===== config.mk =====
export PLATFORM = sky130hd
export DESIGN_NAME = sdram_bank_device_flat
export DESIGN_NICKNAME = d
export VERILOG_FILES = /design/src/shared/sdram_pkg.sv /design/src/shared/sdram_link_if.sv /design/src/hw/sdram_bank_device.sv /design/src/hw/sdram_bank_timer.sv /design/src/flat_wrapper.sv
export VERILOG_INCLUDE_DIRS = /design/src /design/src/shared
export SDC_FILE = /design/constraint.sdc
export NUM_CORES = 1
export LEC_CHECK = 0
export BUFFER_PORTS_ARGS = -buffer_cell sky130_fd_sc_hd__buf_2
export CORE_MARGIN = 2
export CORE_UTILIZATION = 28
export CTS_CLUSTER_DIAMETER = 40
export DETAILED_ROUTE_END_ITERATION = 8
export GPL_TIMING_DRIVEN = 0
export PLACE_DENSITY = 0.45
export SLEW_MARGIN = 40
export SYNTH_ARGS = -nofsm -noshare
export SYNTH_HDL_FRONTEND = slang
export SYNTH_SLANG_ARGS = --single-unit

===== constraint.sdc =====
create_clock -name CLK_SYS -period 7.85 [get_ports CLK_SYS]
set_input_delay 1.57 -clock CLK_SYS [delete_from_list [all_inputs] [get_ports CLK_SYS]]
set_output_delay 1.57 -clock CLK_SYS [all_outputs]
set_load 0.1 [all_outputs]

===== src/shared/sdram_defs.svh =====
`ifndef SDRAM_DEFS_SVH
`define SDRAM_DEFS_SVH

// Clock period in picoseconds
`define CLK_PERIOD_PS 4000

// Timing figures in nanoseconds
`define T_RP_NS 18
`define T_WR_NS 12
`define T_RAS_NS 42
`define T_RFC_NS 72

// Least times round up to whole clock cycles
`define NS_MIN_CYC(t) ((((t) * 1000) + `CLK_PERIOD_PS - 1) / `CLK_PERIOD_PS)
`define RP_CYC `NS_MIN_CYC(`T_RP_NS)
`define WR_CYC `NS_MIN_CYC(`T_WR_NS)
`define RAS_CYC `NS_MIN_CYC(`T_RAS_NS)
`define RFC_CYC `NS_MIN_CYC(`T_RFC_NS)

// Mode register layout
`define MR_W 12
`define MR_BL_LSB 0
`define MR_CL_LSB 4
`define MR_WBM_BIT 9
`define MR_RESET 12'h022
`define BL_CONT_CODE 3'h7

// Address bit that selects all banks or auto precharge
`define PRE_SEL_BIT 10
`define ADDR_W 12
`define COL_W 9

// Burst and latency limits
`define MAX_BL 8
`define MAX_CL 3

`endif


===== src/shared/sdram_pkg.sv =====
package sdram_pkg;

  typedef enum logic [2:0]
  {
    CMD_NOP = 3'h0,
    CMD_ACTIVE = 3'h1,
    CMD_READ = 3'h2,
    CMD_WRITE = 3'h3,
    CMD_PRECHARGE = 3'h4,
    CMD_REFRESH = 3'h5,
    CMD_LOAD_MODE = 3'h6
  } cmd_t;

  // Gray order: idle, active, closing, precharging
  typedef enum logic [1:0]
  {
    BANK_IDLE = 2'h0,
    BANK_ACTIVE = 2'h1,
    BANK_CLOSING = 2'h3,
    BANK_PRECHARGING = 2'h2
  } bank_state_t;

endpackage

===== src/shared/sdram_link_if.sv =====
`timescale 1ns/10ps
`default_nettype none
interface sdram_link_if
  import sdram_pkg::*;
#(
  parameter int unsigned DW = 16
);
  cmd_t cmd;
  logic [1:0] bank;
  logic [11:0] addr;
  logic [DW-1:0] wdata;
  logic dqm;
  logic [DW-1:0] rdata;
  logic rvalid;

  modport device
  (
    input cmd,
    input bank,
    input addr,
    input wdata,
    input dqm,
    output rdata,
    output rvalid
  );

  modport ctrl
  (
    output cmd,
    output bank,
    output addr,
    output wdata,
    output dqm,
    input rdata,
    input rvalid
  );
endinterface
`default_nettype wire


===== src/hw/sdram_bank_device.sv =====
`timescale 1ns/10ps
`default_nettype none
`include "sdram_defs.svh"
module sdram_bank_device
  import sdram_pkg::*;
#(
  parameter int unsigned DW = 16,
  parameter int unsigned RP_CYC = `RP_CYC,
  parameter int unsigned WR_CYC = `WR_CYC,
  parameter int unsigned RAS_CYC = `RAS_CYC,
  parameter int unsigned RFC_CYC = `RFC_CYC,
  parameter int unsigned MAX_CL = `MAX_CL
)
(
  // Clock, reset, enable
  input wire logic CLK_SYS,
  input wire logic NRST,
  input wire logic EN,
  // Link to the controller
  sdram_link_if.device LINK,
  // Array side
  output logic ARRAY_WE,
  output logic ARRAY_RE,
  output logic [1:0] ARRAY_BANK,
  output logic [`COL_W-1:0] ARRAY_COL,
  output logic [DW-1:0] ARRAY_WDATA,
  input wire logic [DW-1:0] ARRAY_RDATA,
  output logic ARRAY_REFRESH,
  output logic [`ADDR_W-1:0] REFRESH_ROW,
  // Status
  output logic [3:0] BANK_OPEN,
  output logic REFRESH_BUSY,
  output logic CMD_ERROR
);
  localparam int unsigned PIPE = MAX_CL - 1;

  if (MAX_CL < 2 || RFC_CYC < 1 || RFC_CYC > 255)
  begin : g_bad_cfg
    $error("device needs MAX_CL >= 2 and RFC_CYC in 1..255");
  end

  logic [`MR_W-1:0] mode;
  logic [7:0] ref_left;
  bank_state_t bank_state [4];
  logic [3:0] bank_ready;
  logic [3:0] bank_act;
  logic [3:0] open_row;
  logic [3:0] close_now;
  logic [3:0] close_auto;
  logic [3:0] close_wr;

  logic bst_on;
  logic bst_wr;
  logic bst_cont;
  logic bst_ap;
  logic [1:0] bst_bank;
  logic [`COL_W-1:0] bst_col;
  logic [`COL_W-1:0] bst_mask;
  logic [3:0] bst_left;

  logic [PIPE-1:0] pipe_v;
  logic [DW-1:0] pipe_d [PIPE];

  logic is_rd;
  logic is_wr;
  logic pre_sel;
  logic act_ok;
  logic acc_ok;
  logic pre_ok;
  logic ref_ok;
  logic lmr_ok;
  logic [2:0] bl_code;
  logic [2:0] cl;
  logic cont;
  logic single_wr;
  logic new_cont;
  logic [3:0] new_len;
  logic [`COL_W-1:0] new_mask;
  logic ap_eff;
  logic new_single;
  logic bst_last;
  logic old_end;
  logic bst_kill;
  logic elem_on;
  logic elem_wr;
  logic [1:0] elem_bank;
  logic [`COL_W-1:0] elem_col;
  logic [`COL_W-1:0] cur_mask;
  logic [`COL_W-1:0] next_col;
  int unsigned ins;

  assign is_rd = LINK.cmd == CMD_READ;
  assign is_wr = LINK.cmd == CMD_WRITE;
  assign pre_sel = LINK.addr[`PRE_SEL_BIT];
  assign REFRESH_BUSY = ref_left != 8'h00;

  // Nothing but idle commands are honoured while a refresh runs
  assign act_ok = EN && !REFRESH_BUSY && LINK.cmd == CMD_ACTIVE && bank_ready[LINK.bank];
  assign acc_ok = EN && !REFRESH_BUSY && (is_rd || is_wr) && bank_act[LINK.bank];
  assign pre_ok = EN && !REFRESH_BUSY && LINK.cmd == CMD_PRECHARGE;
  assign ref_ok = EN && !REFRESH_BUSY && LINK.cmd == CMD_REFRESH && (&bank_ready);
  assign lmr_ok = EN && !REFRESH_BUSY && LINK.cmd == CMD_LOAD_MODE && (&bank_ready);

  assign bl_code = mode[`MR_BL_LSB +: 3];
  assign cl = mode[`MR_CL_LSB +: 3];
  assign cont = bl_code == `BL_CONT_CODE;
  assign single_wr = is_wr && mode[`MR_WBM_BIT];
  assign new_cont = cont && !single_wr;
  // Reserved length codes fall back to one column
  assign new_len = (single_wr || bl_code[2]) ? 4'h1 : 4'(4'h1 << bl_code[1:0]);
  assign new_mask = new_cont ? {`COL_W{1'b1}} : `COL_W'(new_len - 4'h1);
  assign ap_eff = pre_sel && !cont;
  assign new_single = acc_ok && !new_cont && new_len == 4'h1;

  assign bst_last = bst_on && !bst_cont && bst_left == 4'h1;
  // An auto precharge burst ends by running out or by a new access
  assign old_end = bst_on && bst_ap && (acc_ok || bst_last);
  assign bst_kill = pre_ok && (pre_sel || LINK.bank == bst_bank);

  assign elem_on = acc_ok || (bst_on && !bst_kill);
  assign elem_wr = acc_ok ? is_wr : bst_wr;
  assign elem_bank = acc_ok ? LINK.bank : bst_bank;
  assign elem_col = acc_ok ? LINK.addr[`COL_W-1:0] : bst_col;
  assign cur_mask = acc_ok ? new_mask : bst_mask;
  assign next_col = (elem_col & ~cur_mask) | ((elem_col + `COL_W'(1)) & cur_mask);

  always_comb
  begin
    for (int b = 0; b < 4; b++)
    begin
      open_row[b] = act_ok && LINK.bank == 2'(b);
      close_now[b] = pre_ok && (pre_sel || LINK.bank == 2'(b));
      close_auto[b] = (old_end && !bst_wr && bst_bank == 2'(b)) ||
                      (new_single && ap_eff && is_rd && LINK.bank == 2'(b));
      close_wr[b] = (old_end && bst_wr && bst_bank == 2'(b)) ||
                    (new_single && ap_eff && is_wr && LINK.bank == 2'(b));
    end
  end

  for (genvar b = 0; b < 4; b++)
  begin : g_bank
    sdram_bank_timer #(
      .RP_CYC(RP_CYC),
      .WR_CYC(WR_CYC),
      .RAS_CYC(RAS_CYC)
    ) u_timer (
      .clk(CLK_SYS),
      .nrst(NRST),
      .en(EN),
      .open_row(open_row[b]),
      .close_now(close_now[b]),
      .close_auto(close_auto[b]),
      .close_after_wr(close_wr[b]),
      .state(bank_state[b]),
      .ready(bank_ready[b])
    );
    assign bank_act[b] = bank_state[b] == BANK_ACTIVE;
    assign BANK_OPEN[b] = bank_state[b] == BANK_ACTIVE || bank_state[b] == BANK_CLOSING;
  end

  always_ff @(posedge CLK_SYS or negedge NRST)
  begin
    if (!NRST)
      mode <= `MR_RESET;
    else if (lmr_ok)
      mode <= LINK.addr;
  end

  always_ff @(posedge CLK_SYS or negedge NRST)
  begin
    if (!NRST)
      CMD_ERROR <= 1'b0;
    else if (EN)
      CMD_ERROR <= LINK.cmd != CMD_NOP && !(act_ok || acc_ok || pre_ok || ref_ok || lmr_ok);
  end

  // Refresh rows come from an internal counter; the address is unused
  always_ff @(posedge CLK_SYS or negedge NRST)
  begin
    if (!NRST)
    begin
      ref_left <= 8'h00;
      ARRAY_REFRESH <= 1'b0;
      REFRESH_ROW <= '0;
    end
    else if (EN)
    begin
      ARRAY_REFRESH <= ref_ok;
      if (ref_ok)
        ref_left <= 8'(RFC_CYC - 1);
      else if (ref_left != 8'h00)
        ref_left <= ref_left - 8'h01;
      if (ARRAY_REFRESH)
        REFRESH_ROW <= REFRESH_ROW + `ADDR_W'(1);
    end
  end

  // A new access always wins the column slot, so the interrupted
  // write's last element is the one of the cycle before
  always_ff @(posedge CLK_SYS or negedge NRST)
  begin
    if (!NRST)
    begin
      bst_on <= 1'b0;
      bst_wr <= 1'b0;
      bst_cont <= 1'b0;
      bst_ap <= 1'b0;
      bst_bank <= 2'h0;
      bst_col <= '0;
      bst_mask <= '0;
      bst_left <= 4'h0;
    end
    else if (EN)
    begin
      if (acc_ok)
      begin
        bst_on <= new_cont || new_len != 4'h1;
        bst_wr <= is_wr;
        bst_cont <= new_cont;
        bst_ap <= ap_eff;
        bst_bank <= LINK.bank;
        bst_col <= next_col;
        bst_mask <= new_mask;
        bst_left <= new_len - 4'h1;
      end
      else if (bst_kill || bst_last)
        bst_on <= 1'b0;
      else if (bst_on)
      begin
        bst_col <= next_col;
        bst_left <= bst_left - 4'h1;
      end
    end
  end

  always_ff @(posedge CLK_SYS or negedge NRST)
  begin
    if (!NRST)
    begin
      ARRAY_WE <= 1'b0;
      ARRAY_RE <= 1'b0;
      ARRAY_BANK <= 2'h0;
      ARRAY_COL <= '0;
      ARRAY_WDATA <= '0;
    end
    else if (EN)
    begin
      ARRAY_WE <= elem_on && elem_wr && !LINK.dqm;
      ARRAY_RE <= elem_on && !elem_wr;
      ARRAY_BANK <= elem_bank;
      ARRAY_COL <= elem_col;
      ARRAY_WDATA <= LINK.wdata;
    end
  end

  // Read data enter the pipe at a depth set by the latency field
  always_comb
  begin
    ins = 0;
    if (cl > 3'h2)
      ins = (int'(cl) - 2 < PIPE) ? int'(cl) - 2 : PIPE - 1;
  end

  always_ff @(posedge CLK_SYS or negedge NRST)
  begin
    if (!NRST)
    begin
      pipe_v <= '0;
      for (int i = 0; i < PIPE; i++)
        pipe_d[i] <= '0;
    end
    else if (EN)
    begin
      for (int i = 0; i < PIPE; i++)
      begin
        if (i == ins)
        begin
          pipe_v[i] <= ARRAY_RE;
          pipe_d[i] <= ARRAY_RDATA;
        end
        else if (i + 1 < PIPE)
        begin
          pipe_v[i] <= pipe_v[i+1];
          pipe_d[i] <= pipe_d[i+1];
        end
        else
          pipe_v[i] <= 1'b0;
      end
    end
  end

  assign LINK.rvalid = pipe_v[0];
  assign LINK.rdata = pipe_d[0];
endmodule
`default_nettype wire


===== src/hw/sdram_bank_timer.sv =====
`timescale 1ns/10ps
`default_nettype none
`include "sdram_defs.svh"
module sdram_bank_timer
  import sdram_pkg::*;
#(
  parameter int unsigned RP_CYC = `RP_CYC,
  parameter int unsigned WR_CYC = `WR_CYC,
  parameter int unsigned RAS_CYC = `RAS_CYC
)
(
  // Clock, reset, enable
  input wire logic clk,
  input wire logic nrst,
  input wire logic en,
  // Events
  input wire logic open_row,
  input wire logic close_now,
  input wire logic close_auto,
  input wire logic close_after_wr,
  // State
  output bank_state_t state,
  output logic ready
);
  logic [7:0] ras_left;
  logic [7:0] wr_left;
  logic [7:0] rp_left;

  if (RP_CYC < 1 || RP_CYC > 255 || WR_CYC < 1 || WR_CYC > 255 || RAS_CYC < 1 || RAS_CYC > 255)
  begin : g_bad_timing
    $error("bank timer counts must lie in 1..255");
  end

  assign ready = (state == BANK_IDLE) || (state == BANK_PRECHARGING && rp_left == 8'h00);

  always_ff @(posedge clk or negedge nrst)
  begin
    if (!nrst)
      ras_left <= 8'h00;
    else if (en)
    begin
      if (open_row)
        ras_left <= 8'(RAS_CYC - 1);
      else if (ras_left != 8'h00)
        ras_left <= ras_left - 8'h01;
    end
  end

  always_ff @(posedge clk or negedge nrst)
  begin
    if (!nrst)
    begin
      state <= BANK_IDLE;
      wr_left <= 8'h00;
      rp_left <= 8'h00;
    end
    else if (en)
    begin
      unique case (state)
        BANK_IDLE, BANK_PRECHARGING:
        begin
          if (rp_left != 8'h00)
            rp_left <= rp_left - 8'h01;
          else if (open_row)
            state <= BANK_ACTIVE;
          else
            state <= BANK_IDLE;
        end
        BANK_ACTIVE:
        begin
          if (close_now)
          begin
            state <= BANK_PRECHARGING;
            rp_left <= 8'(RP_CYC - 1);
          end
          else if (close_after_wr)
          begin
            state <= BANK_CLOSING;
            wr_left <= 8'(WR_CYC - 1);
          end
          else if (close_auto && ras_left == 8'h00)
          begin
            state <= BANK_PRECHARGING;
            rp_left <= 8'(RP_CYC - 1);
          end
          else if (close_auto)
          begin
            state <= BANK_CLOSING;
            wr_left <= 8'h00;
          end
        end
        BANK_CLOSING:
        begin
          // Held off by recovery and by the least row active time
          if (wr_left != 8'h00)
            wr_left <= wr_left - 8'h01;
          if (wr_left == 8'h00 && ras_left == 8'h00)
          begin
            state <= BANK_PRECHARGING;
            rp_left <= 8'(RP_CYC - 1);
          end
        end
      endcase
    end
  end
endmodule
`default_nettype wire


===== src/flat_wrapper.sv =====
// flat-port wrapper written by rule: the top's interface ports become plain ports
module sdram_bank_device_flat import sdram_pkg::*;
#(
  parameter int unsigned DW = 16,
  parameter int unsigned RP_CYC = `RP_CYC,
  parameter int unsigned WR_CYC = `WR_CYC,
  parameter int unsigned RAS_CYC = `RAS_CYC,
  parameter int unsigned RFC_CYC = `RFC_CYC,
  parameter int unsigned MAX_CL = `MAX_CL
)
  (CLK_SYS, NRST, EN, ARRAY_WE, ARRAY_RE, ARRAY_BANK, ARRAY_COL, ARRAY_WDATA, ARRAY_RDATA, ARRAY_REFRESH, REFRESH_ROW, BANK_OPEN, REFRESH_BUSY, CMD_ERROR, LINK_cmd, LINK_bank, LINK_addr, LINK_wdata, LINK_dqm, LINK_rdata, LINK_rvalid);
  sdram_link_if #(.DW(DW)) LINK_i ();
  input wire logic CLK_SYS;
  input wire logic NRST;
  input wire logic EN;
  output logic ARRAY_WE;
  output logic ARRAY_RE;
  output logic [1:0] ARRAY_BANK;
  output logic [`COL_W-1:0] ARRAY_COL;
  output logic [DW-1:0] ARRAY_WDATA;
  input wire logic [DW-1:0] ARRAY_RDATA;
  output logic ARRAY_REFRESH;
  output logic [`ADDR_W-1:0] REFRESH_ROW;
  output logic [3:0] BANK_OPEN;
  output logic REFRESH_BUSY;
  output logic CMD_ERROR;
  input wire logic [$bits(LINK_i.cmd)-1:0] LINK_cmd;
  input wire logic [$bits(LINK_i.bank)-1:0] LINK_bank;
  input wire logic [$bits(LINK_i.addr)-1:0] LINK_addr;
  input wire logic [$bits(LINK_i.wdata)-1:0] LINK_wdata;
  input wire logic [$bits(LINK_i.dqm)-1:0] LINK_dqm;
  output wire logic [$bits(LINK_i.rdata)-1:0] LINK_rdata;
  output wire logic [$bits(LINK_i.rvalid)-1:0] LINK_rvalid;
  assign LINK_i.cmd = LINK_cmd;
  assign LINK_i.bank = LINK_bank;
  assign LINK_i.addr = LINK_addr;
  assign LINK_i.wdata = LINK_wdata;
  assign LINK_i.dqm = LINK_dqm;
  assign LINK_rdata = LINK_i.rdata;
  assign LINK_rvalid = LINK_i.rvalid;
  sdram_bank_device #(.DW(DW), .RP_CYC(RP_CYC), .WR_CYC(WR_CYC), .RAS_CYC(RAS_CYC), .RFC_CYC(RFC_CYC), .MAX_CL(MAX_CL)) u_core (.CLK_SYS(CLK_SYS), .NRST(NRST), .EN(EN), .LINK(LINK_i), .ARRAY_WE(ARRAY_WE), .ARRAY_RE(ARRAY_RE), .ARRAY_BANK(ARRAY_BANK), .ARRAY_COL(ARRAY_COL), .ARRAY_WDATA(ARRAY_WDATA), .ARRAY_RDATA(ARRAY_RDATA), .ARRAY_REFRESH(ARRAY_REFRESH), .REFRESH_ROW(REFRESH_ROW), .BANK_OPEN(BANK_OPEN), .REFRESH_BUSY(REFRESH_BUSY), .CMD_ERROR(CMD_ERROR));
endmodule

==> metrics.yaml, run 1 <==
clk_pin_slew_worst_paths_ns: 0.05
cts_made_buffers: 50
finalSetupViolCount: 0
antenna_found_initial: 2
cts_buffer_depth: 3
routabilityCongestion: 0.846
grt_overflow: 0
p_per_area_nw_per_um2: 310
min_from: "u_core.bst_mask[6]"
ff2ff_path_depth: 14
layout_setup_ws_ns: 3.12
dpl.hpwl_um: 25000
crit_type: "in -> reg"
io_buffers: 112
status: "completed"
start_util: 0.282
cts_tree: "done"
max_stage_delay_ns: 0.52
firstDrtPassIters: 6
fmax_ghz: 0.211
core_area_um2: 42900
post-route-cell-area_um2: 15300
ys.flop_type: "dfrtp_1"
synthDistinctLibCells: 80
clk_latency_ns: 0.56
reg2reg_from: "u_core.ref_left[0]"
synth-async-reset-ratio: 1.00
cp.arrival_ns: 5.22
syn_nets: 1347
synth.avg_cell_area_um2: 9.52
vias: 10392
grt_pass1_vias: 10305
p_leak_nw: 6.88
cp_max_fo: 10
path_delay_family: "simple AND/OR/NAND/NOR gates"
finalCoreUtilization: 0.356
fin_nets: 1517
place_inst: 1974
hold_depth: 1
hp-class: "reg -> reg"
place_ws_ns: 2.53
htreeDepth: 2
crit_buf_inv: 4
grt_max_degree: 53
ir_drop_mv: 0.193
max_slew_margin: 0.458
r2r_end: "u_core.bst_col[8]"
yosysSeqAreaShare: 0.459
post_cts_resized: 0
die_h_um: 212
ys_ff_latch: 222
cts_setup_buffers: 0
drive_above_1_share: 0.201
hold_slack_ns: 0.471
grt_pass1_wl_um: 57300
cap_viol_max_count: 0
drv_slew: 0
track_usage: 0.161
io_pins: 118
synth_common_cells: "dfrtp_1 (220), nor2_1 (132), nand2_1 (101)"
rows: 76
finClkSkew_ns: 0.0148
post-route-period-util: 0.603
syn2layout_area_growth_pct: 26.3
synth-edff-count: 0
root_buffer: "clkbuf_16"
whs_endpoint: "u_core.bst_mask[6]"
fin_crit_ns: 4.73
path_cells: "clkbuf_1 -> and3b_1 -> and3_1 -> buf_2 -> nand2_1 -> buf_2 -> buf_1 -> nand2_1 -> nand2_1 -> ha_1 -> o21ai_0 -> nor4b_1 -> mux2_2 -> a21oi_1"
dpl_cell_area_um2: 13500
reg2reg_slack_ns: 3.71
worst_pin_slew_ns: 0.812
clock-sinks: 222
synth_most_common_cell: "dfrtp_1"
drt_iter0_markers: 588
post-synth-top-area-cell: "dfrtp_1"
synth_top_area_frac: 0.455
route.detailed.drc: 0
ys_warn_count: 0
wirelength_um: 35100
die_area_um2: 44900
end_kind: "register"
ant_nets: 0
crit_slowest_cell: "buf_1"
cts_hold_buffers: 0
routedWlPerCell_um: 17.0
final_cells: 2066
synthTopCellsByArea: "dfrtp_1 (46%), nor2_1 (4.1%), mux2_2 (3.8%)"
syn_area_um2: 12100
fin_setup_tns_ns: 0
hold_violations: 0
viasPerCell: 5.03
worst_setup_path_start_kind: "input port"
die_w_um: 212
crit_top_cell: "nand2_1"
total_power_mw: 4.74
syn_inst: 1271
crit_required_ns: 8.33
rsz0062_at_grt: "no"
==> layout make-up <==
cell class	count	area [µm²]
flip-flops and latches	222	5560
multi-input cells	919	6000
well taps	585	732
clock buffers	72	1470
fillers	4433	27600
diodes	1	2.50
plain buffers	71	350
inverters	59	221
clock inverters	19	250
repair buffers	118	693
==> worst max-delay path by stage <==
stage	from	end	slack, ns	cells after the start
6_report	LINK_cmd[1]	u_core.bst_col[8]	3.12	14
5_1_grt	LINK_cmd[1]	u_core.bst_col[8]	2.79	14
4_1_cts	LINK_cmd[1]	u_core.bst_col[8]	3.12	14
3_5_place_dp	LINK_cmd[1]	u_core.bst_col[8]	2.53	14
3_3_place_gp	NRST	u_core.LINK.rdata[3]	0.71	1
2_1_floorplan	LINK_cmd[1]	u_core.bst_col[8]	3.48	14
==> metal layers <==
| layer | track usage | wire length, µm |
|---|---|---|
| met5 | 0 | 13 |
| met4 | 0.0624 | 928 |
| met3 | 0.0384 | 1960 |
| met2 | 0.248 | 15800 |
| met1 | 0.217 | 16400 |
==> cell families after synthesis <==
family,count (synthesis),synth area share
AO/OA/AOI/OAI,308,0.172
AND/OR/NAND/NOR,463,0.194
buffers and inverters,130,0.0469
adder cells (fa/ha/maj),23,0.0238
multiplexers,75,0.0684
flip-flops,222,0.459
XOR/XNOR,50,0.0362
==> state kept, by name, summed over array words and instances (netlist names), 9 cells and up <==
register and count:
u_core.ARRAY_COL 9, u_core.ARRAY_WDATA 16, u_core.LINK.rdata 16, u_core.REFRESH_ROW 12, u_core.bst_col 9, u_core.bst_mask 9, u_core.g_bank.u_timer.ras_left 32, u_core.g_bank.u_timer.rp_left 32
u_core.g_bank.u_timer.wr_left 32, u_core.pipe_d 16
==> power by group <==
group | internal (mW) | total, mW | switching, mW | leakage [nW]
clock network | 1.45 | 2.12 | 0.668 | 0.836
logic | 0.385 | 1.03 | 0.642 | 3.30
registers | 1.38 | 1.59 | 0.215 | 2.74
==> layout by cell type (no fill, tap or decap), drive strengths merged, types with 7 or more instances in the layout <==
cell / count
mux2: 41
nor3: 36
nor4: 18
inv: 60
o32a: 7
or3: 21
mux2i: 32
a31oi: 8
a21oi: 66
clkinv: 10
nand2: 101
o2bb2ai: 8
nand3: 35
or4: 18
xnor2: 31
or2: 7
dfrtp: 220
buf: 146
a21o: 13
nor2: 133
nor2b: 14
and3: 7
a22o: 7
o31ai: 21
nand4: 15
o21ai: 88
o211ai: 7
a211oi: 10
ha: 23
nand2b: 16
xor2: 19
nand3b: 11
clkbuf: 115
Power figures use the tool's default switching activity.
==> run 2, diff against run 1 <==
- ABC_AREA: unset -> 1
- clock period: 7.85 -> 4.4 ns (I/O delays scaled with it)
==> run 2 against run 1 <==
- global-route usage is 0.94 points lower
- clock-buffer cell count is 4 lower
- sequential share of layout area is 1.0 points lower
- sequential cell count stayed put
- combinational power grew to 3.0 times the previous value
- worst setup slack worse by 1.7 ns
- power is 110% higher
- die area is 3.7% higher
- largest power group unchanged
- highest routed layer unchanged
==> metrics.yaml, run 2 <==
status: "completed"
p_per_area_nw_per_um2: 627  # +100%
rsz0062_at_grt: "no"
crit_buf_inv: 1  # -3
synth.avg_cell_area_um2: 7.75  # -19%
cts_setup_buffers: 0  # unchanged
ys_ff_latch: 222  # unchanged
hold_slack_ns: 0.203  # -0.268 ns
core_area_um2: 44200  # +3.1%
wirelength_um: 34300  # -2.5%
dpl.hpwl_um: 24200  # -3.3%
hp-class: "in -> async"
path_delay_family: "simple AND/OR/NAND/NOR gates"
synth-edff-count: 0  # unchanged
worst_pin_slew_ns: 0.769  # -0.0432 ns
htreeDepth: 2  # unchanged
fmax_ghz: 0.331
cp_max_fo: 8  # -2
p_leak_nw: 8.02  # +17%
final_cells: 2421  # +17%
cts_buffer_depth: 3  # unchanged
crit_top_cell: "nand2_1"
ir_drop_mv: 0.317  # +64%
fin_crit_ns: 3.02
yosysSeqAreaShare: 0.443  # -0.0166
grt_pass1_vias: 10941  # +6.2%
crit_required_ns: 4.85  # -3.48 ns
start_util: 0.284  # +0.00175
ys.flop_type: "dfrtp_1"
routabilityCongestion: 0.808  # -4.5%
clk_pin_slew_worst_paths_ns: 0.05  # about the same
drv_slew: 0  # unchanged
clk_latency_ns: 0.58  # +0.02 ns
final_cell_mix: "nand2_1 (468), dfrtp_1 (220), nor2_1 (162)"
ant_nets: 0  # unchanged
finClkSkew_ns: 0.0245  # +0.00968 ns
path_cells: "inv_1 -> ha_1 -> nor3b_2 -> nand3_1 -> a21oi_1 -> nand3_1 -> nor3_1 -> nand4_1 -> nand2_1 -> nand2_1 -> nand2_1 -> nand2_1"
viasPerCell: 4.52  # -10%
max_slew_margin: 0.483  # +0.0241
synthTopCellsByArea: "dfrtp_1 (44%), nand2_1 (14%), nand3_1 (5.9%)"
cp.arrival_ns: 3.47  # -1.75 ns
cts_tree: "done"
ff2ff_path_depth: 12  # -2
syn_area_um2: 12600  # +3.8%
die_area_um2: 46500  # +3.7%
cp_num_cells: 12  # -2
die_h_um: 216  # +1.8%
final_common_cell: "nand2_1"
die_w_um: 216  # +1.8%
rows: 77  # +1.3%
max_stage_delay_ns: 0.37  # -0.15 ns
firstDrtPassIters: 5  # -1
fin_nets: 1864  # +23%
drt_iter0_markers: 575  # -2.2%
synth_common_cells: "nand2_1 (468), dfrtp_1 (220), nor2_1 (162)"
antenna_found_initial: 2  # unchanged
crit_type: "reg -> reg"
cts_made_buffers: 50  # unchanged
finalCoreUtilization: 0.356  # -0.000568
ys_warn_count: 0  # unchanged
drt-met1-wl_um: 16400  # -0.21%
grt_overflow: 0  # unchanged
syn_nets: 1695  # +26%
syn_inst: 1619  # +27%
clock-sinks: 222  # unchanged
io_buffers: 113  # +0.89%
synth_top_area_frac: 0.439  # -0.0165
cts_hold_buffers: 0  # unchanged
route.detailed.drc: 0  # unchanged
hold_violations: 0  # unchanged
reg_top3: "u_core.g_bank.u_timer.ras_left: 32 flops, u_core.g_bank.u_timer.rp_left: 32 flops, u_core.g_bank.u_timer.wr_left: 32 flops"
crit_slowest_cell: "dfrtp_1"
synth_most_common_cell: "nand2_1"
drive_above_1_share: 0.188  # -0.0138
synth-async-reset-ratio: 1.00  # unchanged
antenna_cells: 0  # -1
synthDistinctLibCells: 51  # -36%
place_inst: 2328  # +18%
post_cts_resized: 0  # unchanged
track_usage: 0.151  # -0.00943
root_buffer: "clkbuf_16"
cap_viol_max_count: 0  # unchanged
grt_pass1_wl_um: 57400  # +0.13%
post-synth-top-area-cell: "dfrtp_1"
post-route-period-util: 0.686
vias: 10944  # +5.3%
grt_max_degree: 55  # +3.8%
io_pins: 118  # unchanged
syn2layout_area_growth_pct: 25.3
worst_setup_path_start_kind: "register"
end_kind: "register"
top_layer_used: "met5"
routed-wl-met2_um: 15600  # -1.7%
wl_met3_um: 1480  # -25%
finalSetupViolCount: 0  # unchanged
routedWlPerCell_um: 14.1  # -17%
-- run 2: logic make-up (layout without fill, tap and decap cells) --
logic type / Yosys count / in the layout / share of synthesized area
XOR/XNOR: 74 / 74 / 0.0516
flip-flops: 222 / 222 / 0.443
adder cells (fa/ha/maj): 23 / 23 / 0.0229
buffers and inverters: 211 / 421 / 0.0726
multiplexers: 16 / 16 / 0.0144
AO/OA/AOI/OAI: 172 / 172 / 0.0799
AND/OR/NAND/NOR: 901 / 901 / 0.316
-- run 2: layout make-up --
| class | count | area (µm²) |
|---|---|---|
| buffer | 56 | 333 |
| sequential | 222 | 5560 |
| fill | 4614 | 28500 |
| multi-input combinational | 1186 | 6080 |
| inverter | 155 | 582 |
| timing repair buffer | 117 | 686 |
| tap | 592 | 741 |
| clock inverter | 25 | 294 |
| clock buffer | 68 | 1450 |
-- run 2: where the power goes --
part	total (mW)	switching (mW)	internal (mW)
clock	3.82	1.23	2.59
sequential	2.96	0.409	2.55
combinational	3.08	2.03	1.05
-- run 2: worst paths after layout --
path | endpoint | startpoint | slack, ns
min in group CLK_SYS | u_core.ARRAY_WDATA[6] | u_core.ARRAY_WDATA[6] | 0.46
hold / removal | u_core.g_bank[3].u_timer.wr_left[5] | NRST | 0.20
max in group asynchronous | u_core.bst_col[8] | NRST | 3.04
hold reg to reg | u_core.ARRAY_WDATA[6] | u_core.ARRAY_WDATA[6] | 0.46
setup / recovery | u_core.ref_left[5] | u_core.g_bank[3].u_timer.rp_left[0] | 1.38
setup reg to reg | u_core.ref_left[5] | u_core.g_bank[3].u_timer.rp_left[0] | 1.38
-- run 2: metal layers --
layer	vias to the layer above	GRT usage
met4	2	0.0543
li1	5580	-
met1	5126	0.202
met2	177	0.243
met3	59	0.0296
met5	-	0
-- run 2: worst reg2reg max path: cells and delay by family, from the launching register on --
kind                       cells  cell delay (ns)
AOI/OAI and AO/OA              1             0.32
adders and majority gates      1             0.19
buffers and inverters          1             0.10
DFF                            1             0.37
and+or+nand+nor                9             1.93
-- run 2: through the flow --
step / total power, mW / TNS, ns / setup slack (ns) / instance area, µm²
final: 9.86 / 0 / 1.38 / 15700
after global routing: 10.6 / 0 / 1.07 / 15700
after CTS: 10.0 / 0 / 1.04 / 15700
after detailed placement: 6.07 / 0 / 0.418 / 14000
after global placement: 6.02 / -450.99 / -2.08 / 13900
after floorplan: 5.39 / 0 / 1.63 / 12600
